--- config.mk ---
export PLATFORM = sky130hd
export DESIGN_NAME = cbi_bridge
export DESIGN_NICKNAME = d
export VERILOG_FILES = /design/src/shared/cbi_pkg.sv /design/src/core/cbi_bridge.sv
export SDC_FILE = /design/constraint.sdc
export NUM_CORES = 2
export LEC_CHECK = 0
export BUFFER_PORTS_ARGS = -buffer_cell sky130_fd_sc_hd__buf_4
export CAP_MARGIN = 5
export CELL_PAD_IN_SITES_DETAIL_PLACEMENT = 0
export CELL_PAD_IN_SITES_GLOBAL_PLACEMENT = 1
export CORE_MARGIN = 5
export CORE_UTILIZATION = 29
export CTS_CLUSTER_DIAMETER = 80
export DETAILED_ROUTE_END_ITERATION = 10
export GPL_TIMING_DRIVEN = 0
export PLACE_DENSITY_LB_ADDON = 0.1
export SYNTH_ARGS = -nofsm -noshare
export SYNTH_HDL_FRONTEND = slang
export SYNTH_SLANG_ARGS = --single-unit
--- constraint.sdc ---
create_clock -name core_clk -period 4.53 [get_ports core_clk]
set_clock_uncertainty 0.05 [all_clocks]
set_input_delay 0.906 -clock core_clk [delete_from_list [all_inputs] [get_ports core_clk]]
set_output_delay 0.906 -clock core_clk [all_outputs]
set_load 0.05 [all_outputs]
--- src/shared/cbi_pkg.sv ---
// Purpose: constants and state types for the CPU bus interface flow block
// Assumes: one clock, synchronous active-low reset
// Notes: register offsets are byte addresses on AXI4-Lite
// How it works
// - Capture CPU bus items every rising edge
// - Sixteen-entry item buffer, registered pins, two stages
// - Empty buffer lets reads load row directly
// - Idle interface lets reads skip stage too
// - One read outstanding; read-ready tied asserted (low)
// - Drive read data with response-valid low
// - L2 enable negated, third word held back
// - Writes go buffer, row, then target
// - Always keep buffer room for one read
// - Negate write-ready at six buffered items
// - Stalled single write: one-clock ready below 13
// - Stalled block write: one-clock ready below 10
// - At five items keep write-ready asserted
// - Read stall: write-ready back at five
// - Even parity check/generate on data only
// - Check at row, generate at drive
// - Parity error raises interrupt when enabled
// - Bad block word: command bit 5, bad parity
// - L2 hit two clocks later aborts block read
// - Unmatched read answered with zeros, chosen parity
// - Unmatched read raises interrupt when enabled
// - Multi-controller: zeros only after time-out
package cbi_pkg;
   localparam int          DEPTH      = 16;
   localparam int          ITEM_W     = 81;
   localparam int          CMD_LSB    = 72;
   localparam int          CHK_LSB    = 64;
   localparam logic [4:0]  LOW_MARK   = 5'd5;
   localparam logic [4:0]  NB_MARK    = 5'd13;
   localparam logic [4:0]  BLK_MARK   = 5'd10;
   localparam logic [1:0]  HOLD_BEAT  = 2'd2;
   localparam logic [1:0]  LAST_BEAT  = 2'd3;
   localparam int          CMD_DATA   = 8;
   localparam int          CMD_WR     = 7;
   localparam int          CMD_BLK    = 6;
   localparam int          CMD_ERR    = 5;
   localparam logic [3:0]  REG_CTRL   = 4'h0;
   localparam logic [3:0]  REG_TOUT   = 4'h4;
   localparam logic [3:0]  REG_STAT   = 4'h8;
   localparam int          C_PDIS     = 0;
   localparam int          C_CPDIS    = 1;
   localparam int          C_PEIE     = 2;
   localparam int          C_NTIE     = 3;
   localparam int          C_MULTI    = 4;
   localparam int          C_BADPAR   = 5;
   localparam logic [5:0]  CTRL_RST   = 6'h00;
   localparam logic [31:0] TOUT_RST   = 32'h0000_0100;
   localparam logic [1:0]  RESP_OK    = 2'h0;
   localparam logic [1:0]  RESP_ERR   = 2'h2;

   typedef logic [ITEM_W-1:0] cbi_item_t;

   typedef struct packed {
      cbi_item_t [DEPTH-1:0] fifo;
      logic [3:0]  wp;
      logic [3:0]  rp;
      logic [4:0]  cnt;
      logic        stgV;
      cbi_item_t   stg;
      logic        rowV;
      cbi_item_t   row;
      logic        readPend;
      logic        readBlk;
      logic        readIssued;
      logic [1:0]  hitPipe;
      logic        wrRdyN;
      logic        stallPend;
      logic        stallBlk;
      logic        rspVN;
      logic        adOeN;
      logic [63:0] adOut;
      logic [8:0]  cmdOut;
      logic [7:0]  chkOut;
      logic        doeN;
      logic [1:0]  beat;
      logic        holdV;
      logic        lastPend;
      logic [64:0] hold;
      logic        toRun;
      logic [31:0] toCnt;
      logic        tgtAbort;
      logic        irqPar;
      logic        irqNt;
      logic        awHave;
      logic [3:0]  awAddr;
      logic        wHave;
      logic [31:0] wData;
      logic [3:0]  wStrb;
      logic        awready;
      logic        wready;
      logic        bvalid;
      logic [1:0]  bresp;
      logic        arready;
      logic        rvalid;
      logic [31:0] rdata;
      logic [1:0]  rresp;
      logic [5:0]  ctrl;
      logic [31:0] tout;
   } cbi_state_t;
endpackage

--- src/core/cbi_bridge.sv ---
// Purpose: CPU bus interface: buffer, flow control, read return, parity
// Assumes: CPU pins synchronous to core_clk
// Notes: target side is one item per accept
//
// Implementation choices: the AXI4-Lite slave port and the register offsets.
`timescale 1ns/1ps
module cbi_bridge
   import cbi_pkg::*;
(
   input  wire logic        core_clk,
   input  wire logic        nrst,
   input  wire logic        cpuValidN,
   input  wire logic [63:0] cpuAdIn,
   input  wire logic [8:0]  cpuCmdIn,
   input  wire logic [7:0]  cpuChkIn,
   output logic [63:0]      cpuAdOut,
   output logic [8:0]       cpuCmdOut,
   output logic [7:0]       cpuChkOut,
   output logic             cpuAdOeN,
   output logic             response_valid_n,
   output logic             write_ready_n,
   output logic             l2_data_output_enable_n,
   input  wire logic        l2_hit,
   output logic             tgtReqValid,
   output logic [80:0]      tgtReqItem,
   input  wire logic        tgtAccept,
   output logic             tgtAbort,
   input  wire logic        tgtRspValid,
   input  wire logic [63:0] tgtRspData,
   input  wire logic        tgtRspErr,
   input  wire logic        tgtNoMatch,
   output logic             irqParity,
   output logic             irqNoTarget,
   input  wire logic [3:0]  s_axi_awaddr,
   input  wire logic        s_axi_awvalid,
   output logic             s_axi_awready,
   input  wire logic [31:0] s_axi_wdata,
   input  wire logic [3:0]  s_axi_wstrb,
   input  wire logic        s_axi_wvalid,
   output logic             s_axi_wready,
   output logic [1:0]       s_axi_bresp,
   output logic             s_axi_bvalid,
   input  wire logic        s_axi_bready,
   input  wire logic [3:0]  s_axi_araddr,
   input  wire logic        s_axi_arvalid,
   output logic             s_axi_arready,
   output logic [31:0]      s_axi_rdata,
   output logic [1:0]       s_axi_rresp,
   output logic             s_axi_rvalid,
   input  wire logic        s_axi_rready
);
   cbi_state_t s_reg;
   cbi_state_t s_next;

   function automatic logic [7:0] evenPar(input logic [63:0] d);
      logic [7:0] p;
      for (int i = 0; i < 8; i++) begin
         p[i] = ^d[8*i +: 8];
      end
      return p;
   endfunction

   function automatic logic isRead(input cbi_item_t it);
      return !it[CMD_LSB+CMD_DATA] && !it[CMD_LSB+CMD_WR];
   endfunction

   function automatic logic isWrAddr(input cbi_item_t it);
      return !it[CMD_LSB+CMD_DATA] && it[CMD_LSB+CMD_WR];
   endfunction

   logic      parOn;
   logic      pinV;
   cbi_item_t pinItem;
   logic      realRsp;
   logic      zeroRsp;
   logic      popRow;
   logic      bypStg;
   logic      bypPin;
   logic      killRd;

   always_comb begin
      s_next = s_reg;
      parOn = !s_reg.ctrl[C_PDIS] && !s_reg.ctrl[C_CPDIS];
      pinV = !cpuValidN;
      pinItem = {cpuCmdIn, cpuChkIn, cpuAdIn};
      realRsp = tgtRspValid && !tgtNoMatch;
      zeroRsp = 1'b0;
      s_next.tgtAbort = 1'b0;
      s_next.irqPar = 1'b0;
      s_next.irqNt = 1'b0;
      s_next.rspVN = 1'b1;
      s_next.adOeN = 1'b1;

      // Row drain and refill
      popRow = s_reg.rowV && tgtAccept;
      if (popRow) begin
         s_next.rowV = 1'b0;
         if (isRead(s_reg.row)) begin
            s_next.readIssued = 1'b1;
         end
         if (s_reg.row[CMD_LSB+CMD_DATA] && parOn
             && s_reg.row[CHK_LSB +: 8] != evenPar(s_reg.row[63:0])) begin
            s_next.irqPar = s_reg.ctrl[C_PEIE];
         end
      end
      bypStg = 1'b0;
      bypPin = 1'b0;
      if (!s_reg.rowV || popRow) begin
         if (s_reg.cnt != 5'd0) begin
            s_next.row = s_reg.fifo[s_reg.rp];
            s_next.rowV = 1'b1;
            s_next.rp = s_reg.rp + 4'd1;
            s_next.cnt = s_reg.cnt - 5'd1;
         end else if (s_reg.stgV && isRead(s_reg.stg)) begin
            bypStg = 1'b1;
            s_next.row = s_reg.stg;
            s_next.rowV = 1'b1;
         end else if (!s_reg.stgV && !s_reg.rowV && pinV && isRead(pinItem)) begin
            bypPin = 1'b1;
            s_next.row = pinItem;
            s_next.rowV = 1'b1;
         end
      end

      // Stage into buffer, pins into stage
      if (s_reg.stgV && !bypStg) begin
         s_next.fifo[s_reg.wp] = s_reg.stg;
         s_next.wp = s_reg.wp + 4'd1;
         s_next.cnt = s_next.cnt + 5'd1;
      end
      s_next.stgV = pinV && !bypPin;
      s_next.stg = pinItem;
      if (pinV && isRead(pinItem)) begin
         s_next.readPend = 1'b1;
         s_next.readBlk = pinItem[CMD_LSB+CMD_BLK];
         s_next.readIssued = bypPin;
         s_next.beat = 2'd0;
      end
      if (pinV && isWrAddr(pinItem)) begin
         s_next.stallBlk = pinItem[CMD_LSB+CMD_BLK];
      end

      // L2 hit check two clocks after a block read address
      s_next.hitPipe = {s_reg.hitPipe[0], pinV && isRead(pinItem) && pinItem[CMD_LSB+CMD_BLK]};
      killRd = s_reg.hitPipe[1] && l2_hit;
      if (killRd) begin
         s_next.readPend = 1'b0;
         s_next.tgtAbort = s_reg.readIssued || (popRow && isRead(s_reg.row));
         s_next.readIssued = 1'b0;
         if (s_next.rowV && isRead(s_next.row)) begin
            s_next.rowV = 1'b0;
         end
         if (s_next.stgV && isRead(s_next.stg)) begin
            s_next.stgV = 1'b0;
         end
         if (s_next.cnt != 5'd0 && isRead(s_next.fifo[s_next.wp - 4'd1])) begin
            s_next.wp = s_next.wp - 4'd1;
            s_next.cnt = s_next.cnt - 5'd1;
         end
      end else if (s_reg.hitPipe[1] && s_reg.readPend) begin
         s_next.doeN = 1'b1;
      end

      // Write-ready flow control
      if (s_next.cnt <= LOW_MARK) begin
         s_next.wrRdyN = 1'b0;
         s_next.stallPend = 1'b1;
      end else if (s_reg.stallPend && s_reg.wrRdyN
                   && s_next.cnt < (s_reg.stallBlk ? BLK_MARK : NB_MARK)) begin
         s_next.wrRdyN = 1'b0;
         s_next.stallPend = 1'b0;
      end else begin
         s_next.wrRdyN = 1'b1;
      end

      // Unmatched read and time-out
      if (s_reg.readPend && tgtRspValid && tgtNoMatch) begin
         if (s_reg.ctrl[C_MULTI]) begin
            s_next.toRun = 1'b1;
            s_next.toCnt = s_reg.tout;
         end else begin
            zeroRsp = 1'b1;
         end
      end
      if (s_reg.toRun) begin
         s_next.toCnt = s_reg.toCnt - 32'd1;
         if (realRsp) begin
            s_next.toRun = 1'b0;
         end else if (s_reg.toCnt <= 32'd1) begin
            s_next.toRun = 1'b0;
            zeroRsp = 1'b1;
         end
      end

      // Read data return
      if (zeroRsp) begin
         s_next.adOut = 64'h0;
         s_next.cmdOut = 9'h100;
         s_next.chkOut = s_reg.ctrl[C_BADPAR] ? 8'hFF : 8'h00;
         s_next.rspVN = 1'b0;
         s_next.adOeN = 1'b0;
         s_next.readPend = 1'b0;
         s_next.irqNt = s_reg.ctrl[C_NTIE];
      end else if (s_reg.lastPend) begin
         s_next.adOut = s_reg.hold[63:0];
         s_next.cmdOut = {3'b100, s_reg.hold[64], 5'h0};
         s_next.chkOut = parOn ? evenPar(s_reg.hold[63:0]) ^ {8{s_reg.hold[64]}} : 8'h00;
         s_next.rspVN = 1'b0;
         s_next.adOeN = 1'b0;
         s_next.lastPend = 1'b0;
         s_next.holdV = 1'b0;
         s_next.readPend = 1'b0;
      end else if (realRsp && s_reg.readPend) begin
         s_next.beat = s_reg.beat + 2'd1;
         if (s_reg.readBlk && s_reg.beat == HOLD_BEAT) begin
            s_next.holdV = 1'b1;
            s_next.hold = {tgtRspErr, tgtRspData};
         end else begin
            s_next.adOut = (s_reg.holdV ? s_reg.hold[63:0] : tgtRspData);
            s_next.cmdOut = {3'b100, (s_reg.holdV ? s_reg.hold[64] : tgtRspErr), 5'h0};
            s_next.chkOut = parOn ? evenPar(s_next.adOut) ^ {8{s_next.cmdOut[CMD_ERR]}} : 8'h00;
            s_next.rspVN = 1'b0;
            s_next.adOeN = 1'b0;
            if (s_reg.readBlk && s_reg.beat == LAST_BEAT) begin
               s_next.doeN = 1'b0;
               s_next.hold = {tgtRspErr, tgtRspData};
               s_next.lastPend = 1'b1;
            end else if (!s_reg.readBlk) begin
               s_next.readPend = 1'b0;
            end
         end
      end
      if (!s_next.readPend) begin
         s_next.readIssued = 1'b0;
      end

      // AXI4-Lite register slave
      if (s_reg.awready && s_axi_awvalid) begin
         s_next.awHave = 1'b1;
         s_next.awAddr = s_axi_awaddr;
      end
      if (s_reg.wready && s_axi_wvalid) begin
         s_next.wHave = 1'b1;
         s_next.wData = s_axi_wdata;
         s_next.wStrb = s_axi_wstrb;
      end
      if (s_reg.awHave && s_reg.wHave && !s_reg.bvalid) begin
         s_next.awHave = 1'b0;
         s_next.wHave = 1'b0;
         s_next.bvalid = 1'b1;
         s_next.bresp = RESP_OK;
         unique case (s_reg.awAddr)
            REG_CTRL: begin
               if (s_reg.wStrb[0]) begin
                  s_next.ctrl = s_reg.wData[5:0];
               end
            end
            REG_TOUT: begin
               for (int b = 0; b < 4; b++) begin
                  if (s_reg.wStrb[b]) begin
                     s_next.tout[8*b +: 8] = s_reg.wData[8*b +: 8];
                  end
               end
            end
            REG_STAT: s_next.bresp = RESP_OK;
            default: s_next.bresp = RESP_ERR;
         endcase
      end
      if (s_reg.bvalid && s_axi_bready) begin
         s_next.bvalid = 1'b0;
      end
      s_next.awready = !s_next.awHave && !s_next.bvalid;
      s_next.wready = !s_next.wHave && !s_next.bvalid;
      if (s_reg.arready && s_axi_arvalid) begin
         s_next.rvalid = 1'b1;
         s_next.rresp = RESP_OK;
         unique case (s_axi_araddr)
            REG_CTRL: s_next.rdata = {26'h0, s_reg.ctrl};
            REG_TOUT: s_next.rdata = s_reg.tout;
            REG_STAT: s_next.rdata = {22'h0, s_reg.wrRdyN, s_reg.readPend, s_reg.rowV, s_reg.stgV, 1'b0, s_reg.cnt};
            default: begin
               s_next.rdata = 32'h0;
               s_next.rresp = RESP_ERR;
            end
         endcase
      end
      if (s_reg.rvalid && s_axi_rready) begin
         s_next.rvalid = 1'b0;
      end
      s_next.arready = !s_next.rvalid;
   end

   always_ff @(posedge core_clk) begin
      if (!nrst) begin
         s_reg <= '0;
         s_reg.rspVN <= 1'b1;
         s_reg.adOeN <= 1'b1;
         s_reg.stallPend <= 1'b1;
         s_reg.ctrl <= CTRL_RST;
         s_reg.tout <= TOUT_RST;
      end else begin
         s_reg <= s_next;
      end
   end

   assign cpuAdOut = s_reg.adOut;
   assign cpuCmdOut = s_reg.cmdOut;
   assign cpuChkOut = s_reg.chkOut;
   assign cpuAdOeN = s_reg.adOeN;
   assign response_valid_n = s_reg.rspVN;
   assign write_ready_n = s_reg.wrRdyN;
   assign l2_data_output_enable_n = s_reg.doeN;
   assign tgtReqValid = s_reg.rowV;
   assign tgtReqItem = s_reg.row;
   assign tgtAbort = s_reg.tgtAbort;
   assign irqParity = s_reg.irqPar;
   assign irqNoTarget = s_reg.irqNt;
   assign s_axi_awready = s_reg.awready;
   assign s_axi_wready = s_reg.wready;
   assign s_axi_bvalid = s_reg.bvalid;
   assign s_axi_bresp = s_reg.bresp;
   assign s_axi_arready = s_reg.arready;
   assign s_axi_rvalid = s_reg.rvalid;
   assign s_axi_rdata = s_reg.rdata;
   assign s_axi_rresp = s_reg.rresp;
endmodule

======== Yosys cells after proc, flatten, opt, wreduce, memory -nomap -nowiden ========
Index checks and enable logic that the tools add are counted.
cells by class
  add/sub/neg operators ................... 8
  order comparisons ....................... 7
  eq/ne operators ......................... 9
  muxes and demuxes ....................... 84
  bitwise operators ....................... 6
  reductions and logical operators ........ 126
operators with widths
  kind                   count
  $mux 1300              1
  $bwmux 1296            1
  $bmux 81 s4            2
  $mux 82                4
  $demux 81 s4           1
  $mux 81                3
  $reduce_xor 8->1       24
  $mux 83                2
  $mux 153               1
  $mux 65                2
  $mux 33                3
  $pmux 32 s3            1
  $mux 84                1
  $mux 70                1
  $mux 66                1
  $mux 64                1
  $logic_and 1x1->1      43
  $mux 1                 38
  $mux 37                1
  $mux 35                1
  $le 32x1->1 const B    1
  $sub 32x1->32 const B  1
  $mux 5                 5
  $mux 8                 3
  other kinds (32)       98
word-level totals
  flip-flop bits (word level) ............. 1784
  input bits .............................. 202
  output and inout port bits .............. 211
  word-level logic and storage cells ...... 305

======== Logic depth before layout (Yosys ltp) ========
  word-level depth ........................ 20
  mapped depth ............................ 23
  mapped depth without buffers ............ 22

======== Worst setup path before layout ========
Ideal clock, no wire load.
  path kind ............................... input port to flip-flop
  from .................................... input port tgtAccept
  to ...................................... register s_reg (netlist bit write_ready_n)
  library setup time ...................... 0.157 ns
  arrival time ............................ 4.673 ns
  path slack .............................. -0.350 ns
  stages on the path ...................... 21
  buffers on the path ..................... 1
  cell sequence ........................... nor2b_1 > buf_2 > nor2_1 > xnor2_1 > inv_1 > ha_1 > and2_1 > nor2b_1 > or3_1 > a31oi_1 > a311o_1 > a31oi_1 > o21a_1 > nand2_1 > xnor2_1 > ha_1 > a211o_1 > o22ai_1 > mux2i_1 > nand3_1 > a41oi_1
RTL lines
  item                  line               source
  start, declared       cbi_bridge.sv:26   input wire logic tgtAccept,
  end signal, assigned  cbi_bridge.sv:302  s_reg <= s_next;
  end, declared         cbi_bridge.sv:52   cbi_state_t s_reg;

==> results.py <==
metrics = {
    "timing": {
        "setup_viol": 0,
        "timing_hold_violations_final": 0,
        "fmaxAchievable_ghz": 0.224,
        "setup_slack_ns": 0.0714,
        "grt_setup_unrepaired": "true",
        "relSlewSlack_pct": 4.35,
        "final-max-slew-violation-count": 0,
        "timing.final.crit_share_pct": 98.4,
        "timing_worst_slew_pin_value_ns": 1.43,
        "period_minus_slack_ns": 4.46,
        "setup_total_negative_slack_ns": 0,
    },
    "synth": {
        "synth_top_cells_by_count": "2999 x sky130_fd_sc_hd__nand2_1, 1781 x sky130_fd_sc_hd__dfxtp_1, 1489 x sky130_fd_sc_hd__a21oi_1, 710 x sky130_fd_sc_hd__clkbuf_1, 405 x sky130_fd_sc_hd__mux4_2",
        "synth_ff_type": "sky130_fd_sc_hd__dfxtp_1",
        "synth_cell_area_um2": 77400,
        "number_of_synthesized_flops_with_an_enable_pin": 0,
        "synth.area.top_cells": "sky130_fd_sc_hd__dfxtp_1 46%, sky130_fd_sc_hd__nand2_1 15%, sky130_fd_sc_hd__mux4_2 12%, sky130_fd_sc_hd__a21oi_1 9.6%, sky130_fd_sc_hd__clkbuf_1 3.4%",
        "synthesis.yosys.warnings": 0,
        "synthDominantAreaCellType": "sky130_fd_sc_hd__dfxtp_1",
        "sequential_share_of_the_synthesized_area_pct": 46.0,
        "netlist_instances": 9107,
        "synthMostInstantiatedCell": "sky130_fd_sc_hd__nand2_1",
        "netlist.area_leader.share_pct": 46.0,
        "synthesis.area_per_instance_um2": 8.50,
        "synth-async-reset-ratio_pct": 0,
        "synth_seq_cells": 1781,
        "ys_types": 79,
    },
    "finish": {
        "share_of_layout_cells_above_drive_strength_1_pct": 15.6,
        "area_growth_syn_to_layout_pct": 20.6,
        "final_cell_area_um2": 93400,
        "fin_nets": 10000,
    },
    "global_routing": {
        "grt_overflow_total": 0,
        "grt_util_all_layers_pct": 24.3,
        "grt_pass1_wl_um": 495000,
        "grt_start_max_net_pins": 17,
        "antenna_found_initial": 44,
        "via_count_of_the_first_global_routing_pass": 66000,
    },
    "place": {
        "numPortBuffers": 401,
        "placement.cell_area_um2": 85800,
        "dp_hpwl_um": 265000,
        "place.gp.congestion": 0.894,
        "setup_slack_at_placement_ns": -1.52,
    },
    "die": {
        "rows": 189,
        "chipHeight_um": 527,
        "floorplan.die_area_um2": 277000,
        "initial_core_util_pct": 29.2,
        "die_width_um": 527,
        "core_um2": 266000,
        "ioPinCount": 413,
    },
    "routing": {
        "drtPass1Iterations": 8,
        "num_vias": 68700,
        "post_drt_wl_per_cell_um": 26.0,
        "number_of_remaining_drc_errors": 0,
        "vias_per_cell": 5.08,
        "drtAntennaViolNets": 0,
        "routed_wirelength_um": 351000,
        "initialDrtViolationCount": 6269,
    },
    "pwr": {
        "pwr_density_cell_nw_per_um2": 501,
        "static-leakage-power_nw": 30.8,
        "ir_drop_mv": 0.450,
    },
    "worst_setup_path": {
        "critPathRequiredTime_ns": 5.19,
        "data_arrival_time_at_the_worst_slack_endpoint_ns": 5.12,
        "startpoint_type": "flip-flop",
        "endpoint_kind": "flip-flop",
        "max_fanout_on_critical_path": 10,
        "kind_of_critical_path": "flip-flop to flip-flop",
    },
    "clock_network": {
        "cts_max_path_buffers": 3,
        "clock_latency_ns": 0.87,
        "clock_sinks": 1781,
        "cts_tree": "built",
        "cts.htree.levels": 4,
        "clock-root-buffer": "sky130_fd_sc_hd__clkbuf_16",
        "cts_hold_buffers": 0,
        "cts_buffers": 211,
        "cts.reportedPaths.clkPinSlew_ns": 0.06,
    },
    "min_path": {
        "hold_path_class": "primary input to flip-flop",
    },
    "status": {
        "run_status": "complete, no violations",
    },
    "flow_run": {
        "maxCapViolCount": 0,
    },
}
[critical path, stage by stage, from the launching register on]
cell,delay [ns]
sky130_fd_sc_hd__dfxtp_1,0.31
sky130_fd_sc_hd__clkbuf_2,0.26
sky130_fd_sc_hd__nor2_2,0.47
sky130_fd_sc_hd__a31oi_2,0.19
sky130_fd_sc_hd__buf_4,0.23
sky130_fd_sc_hd__nand4_1,0.14
sky130_fd_sc_hd__xor2_2,0.27
sky130_fd_sc_hd__xor2_1,0.23
sky130_fd_sc_hd__a2111o_1,0.47
sky130_fd_sc_hd__o2bb2ai_4,0.20
sky130_fd_sc_hd__o21a_2,0.18
sky130_fd_sc_hd__nand2_1,0.09
sky130_fd_sc_hd__xnor2_2,0.16
sky130_fd_sc_hd__ha_1,0.31
sky130_fd_sc_hd__a211o_1,0.29
sky130_fd_sc_hd__o22ai_1,0.14
sky130_fd_sc_hd__mux2i_1,0.12
sky130_fd_sc_hd__nand3_1,0.11
sky130_fd_sc_hd__a41oi_2,0.10
[layout make-up]
type                    count  area [um^2]
multi-input cells        6240        37300
well taps                3533         4420
flip-flops and latches   1781        35700
clock buffers             329         6340
inverters                  22         88.8
diodes                     20         50.0
repair buffers            463         3890
clock inverters            58          674
fillers                 27600       172000
plain buffers            1068         4900
[routing by layer]
metal / part of all wire, % / routed length (um) / vias to the layer above / global-route usage, %
li1: - / - / 32200 / -
met1: 44 / 154000 / 33800 / 32.3
met2: 46 / 162000 / 2141 / 39.6
met3: 6.0 / 21200 / 496 / 4.19
met4: 4.1 / 14400 / 30 / 9.25
met5: 0.053 / 186 / - / 0
[metrics by stage]
| step | hold WS [ns] | utilization, % | cells | power (mW) |
|---|---|---|---|---|
| finish | 0.205 | 35.2 | 13500 | 46.8 |
| global placement | 0.371 | 32.0 | 13000 | 29.5 |
| floorplan | 0.362 | - | 9115 | 24.1 |
| detailed placement | 0.369 | 32.3 | 13100 | 29.7 |
| global route | 0.157 | 35.1 | 13500 | 48.5 |
| CTS | 0.136 | 35.0 | 13500 | 47.2 |
[where the power goes]
part           internal, mW  switching (mW)  leakage [nW]  total (mW)
sequential             16.2           0.750          14.4        17.0
clock                  10.0            7.29          3.46        17.3
combinational          4.04            8.48          13.0        12.5
total                  30.3            16.5          30.8        46.8
[cell families (layout without fill, tap and decap cells)]
| logic type | count (synthesis) | after routing | share of synthesized area [%] |
|---|---|---|---|
| compound gates | 1999 | 1999 | 14.6 |
| xor+xnor | 213 | 213 | 2.42 |
| fa+ha+maj | 15 | 15 | 0.242 |
| buf+inv | 1094 | 1940 | 6.30 |
| flops | 1781 | 1781 | 46.0 |
| mux | 438 | 438 | 12.2 |
| other cells | 1 | 29 | 0.00484 |
| simple gates | 3566 | 3566 | 18.2 |
[layout by cell type, fill, tap and decap left out, types with 9 or more instances in the layout]
master                         n
sky130_fd_sc_hd__nand2_1    2997
sky130_fd_sc_hd__dfxtp_1    1777
sky130_fd_sc_hd__a21oi_1    1488
sky130_fd_sc_hd__clkbuf_1    709
sky130_fd_sc_hd__buf_4       635
sky130_fd_sc_hd__mux4_2      405
sky130_fd_sc_hd__nor2_1      258
sky130_fd_sc_hd__clkbuf_16   212
sky130_fd_sc_hd__xnor2_1     165
sky130_fd_sc_hd__buf_1       150
sky130_fd_sc_hd__o21ai_0     131
sky130_fd_sc_hd__and2_1      100
sky130_fd_sc_hd__a211oi_1     87
sky130_fd_sc_hd__a222oi_1     78
sky130_fd_sc_hd__a311oi_1     73
sky130_fd_sc_hd__clkbuf_8     60
sky130_fd_sc_hd__nand3_1      51
sky130_fd_sc_hd__clkbuf_2     48
sky130_fd_sc_hd__a22oi_1      45
sky130_fd_sc_hd__xor2_1       43
sky130_fd_sc_hd__clkinv_2     34
sky130_fd_sc_hd__mux2i_1      23
sky130_fd_sc_hd__nor3_1       23
sky130_fd_sc_hd__diode_2      20
sky130_fd_sc_hd__inv_1        17
sky130_fd_sc_hd__a31oi_1      17
sky130_fd_sc_hd__nor4_1       14
sky130_fd_sc_hd__or3_1        14
sky130_fd_sc_hd__nand4_1      13
sky130_fd_sc_hd__o22ai_1      13
sky130_fd_sc_hd__buf_16       13
sky130_fd_sc_hd__nor2b_1      11
sky130_fd_sc_hd__and3_1       11
sky130_fd_sc_hd__ha_1         11
sky130_fd_sc_hd__conb_1        9
[final timing paths]
check                           cells past startpoint  slack, ns                        to                    from
worst max-delay path                               18       0.07  write_ready_n$_SDFF_PP0_   s_reg[480]$_SDFF_PN0_
worst max register to register                     18       0.07  write_ready_n$_SDFF_PP0_   s_reg[480]$_SDFF_PN0_
worst min-delay path                                2       0.20     s_reg[448]$_SDFF_PN0_             cpuAdIn[48]
worst min register to register                      1       0.38     s_reg[314]$_SDFF_PN0_  s_next[314]$_SDFF_PN0_
[timing repair]
item,CTS,global route
resized for setup,61,43
pin swaps,10,11
setup endpoints to repair,483,73
setup buffers,10,13
(Power assumes the default switching activity.)
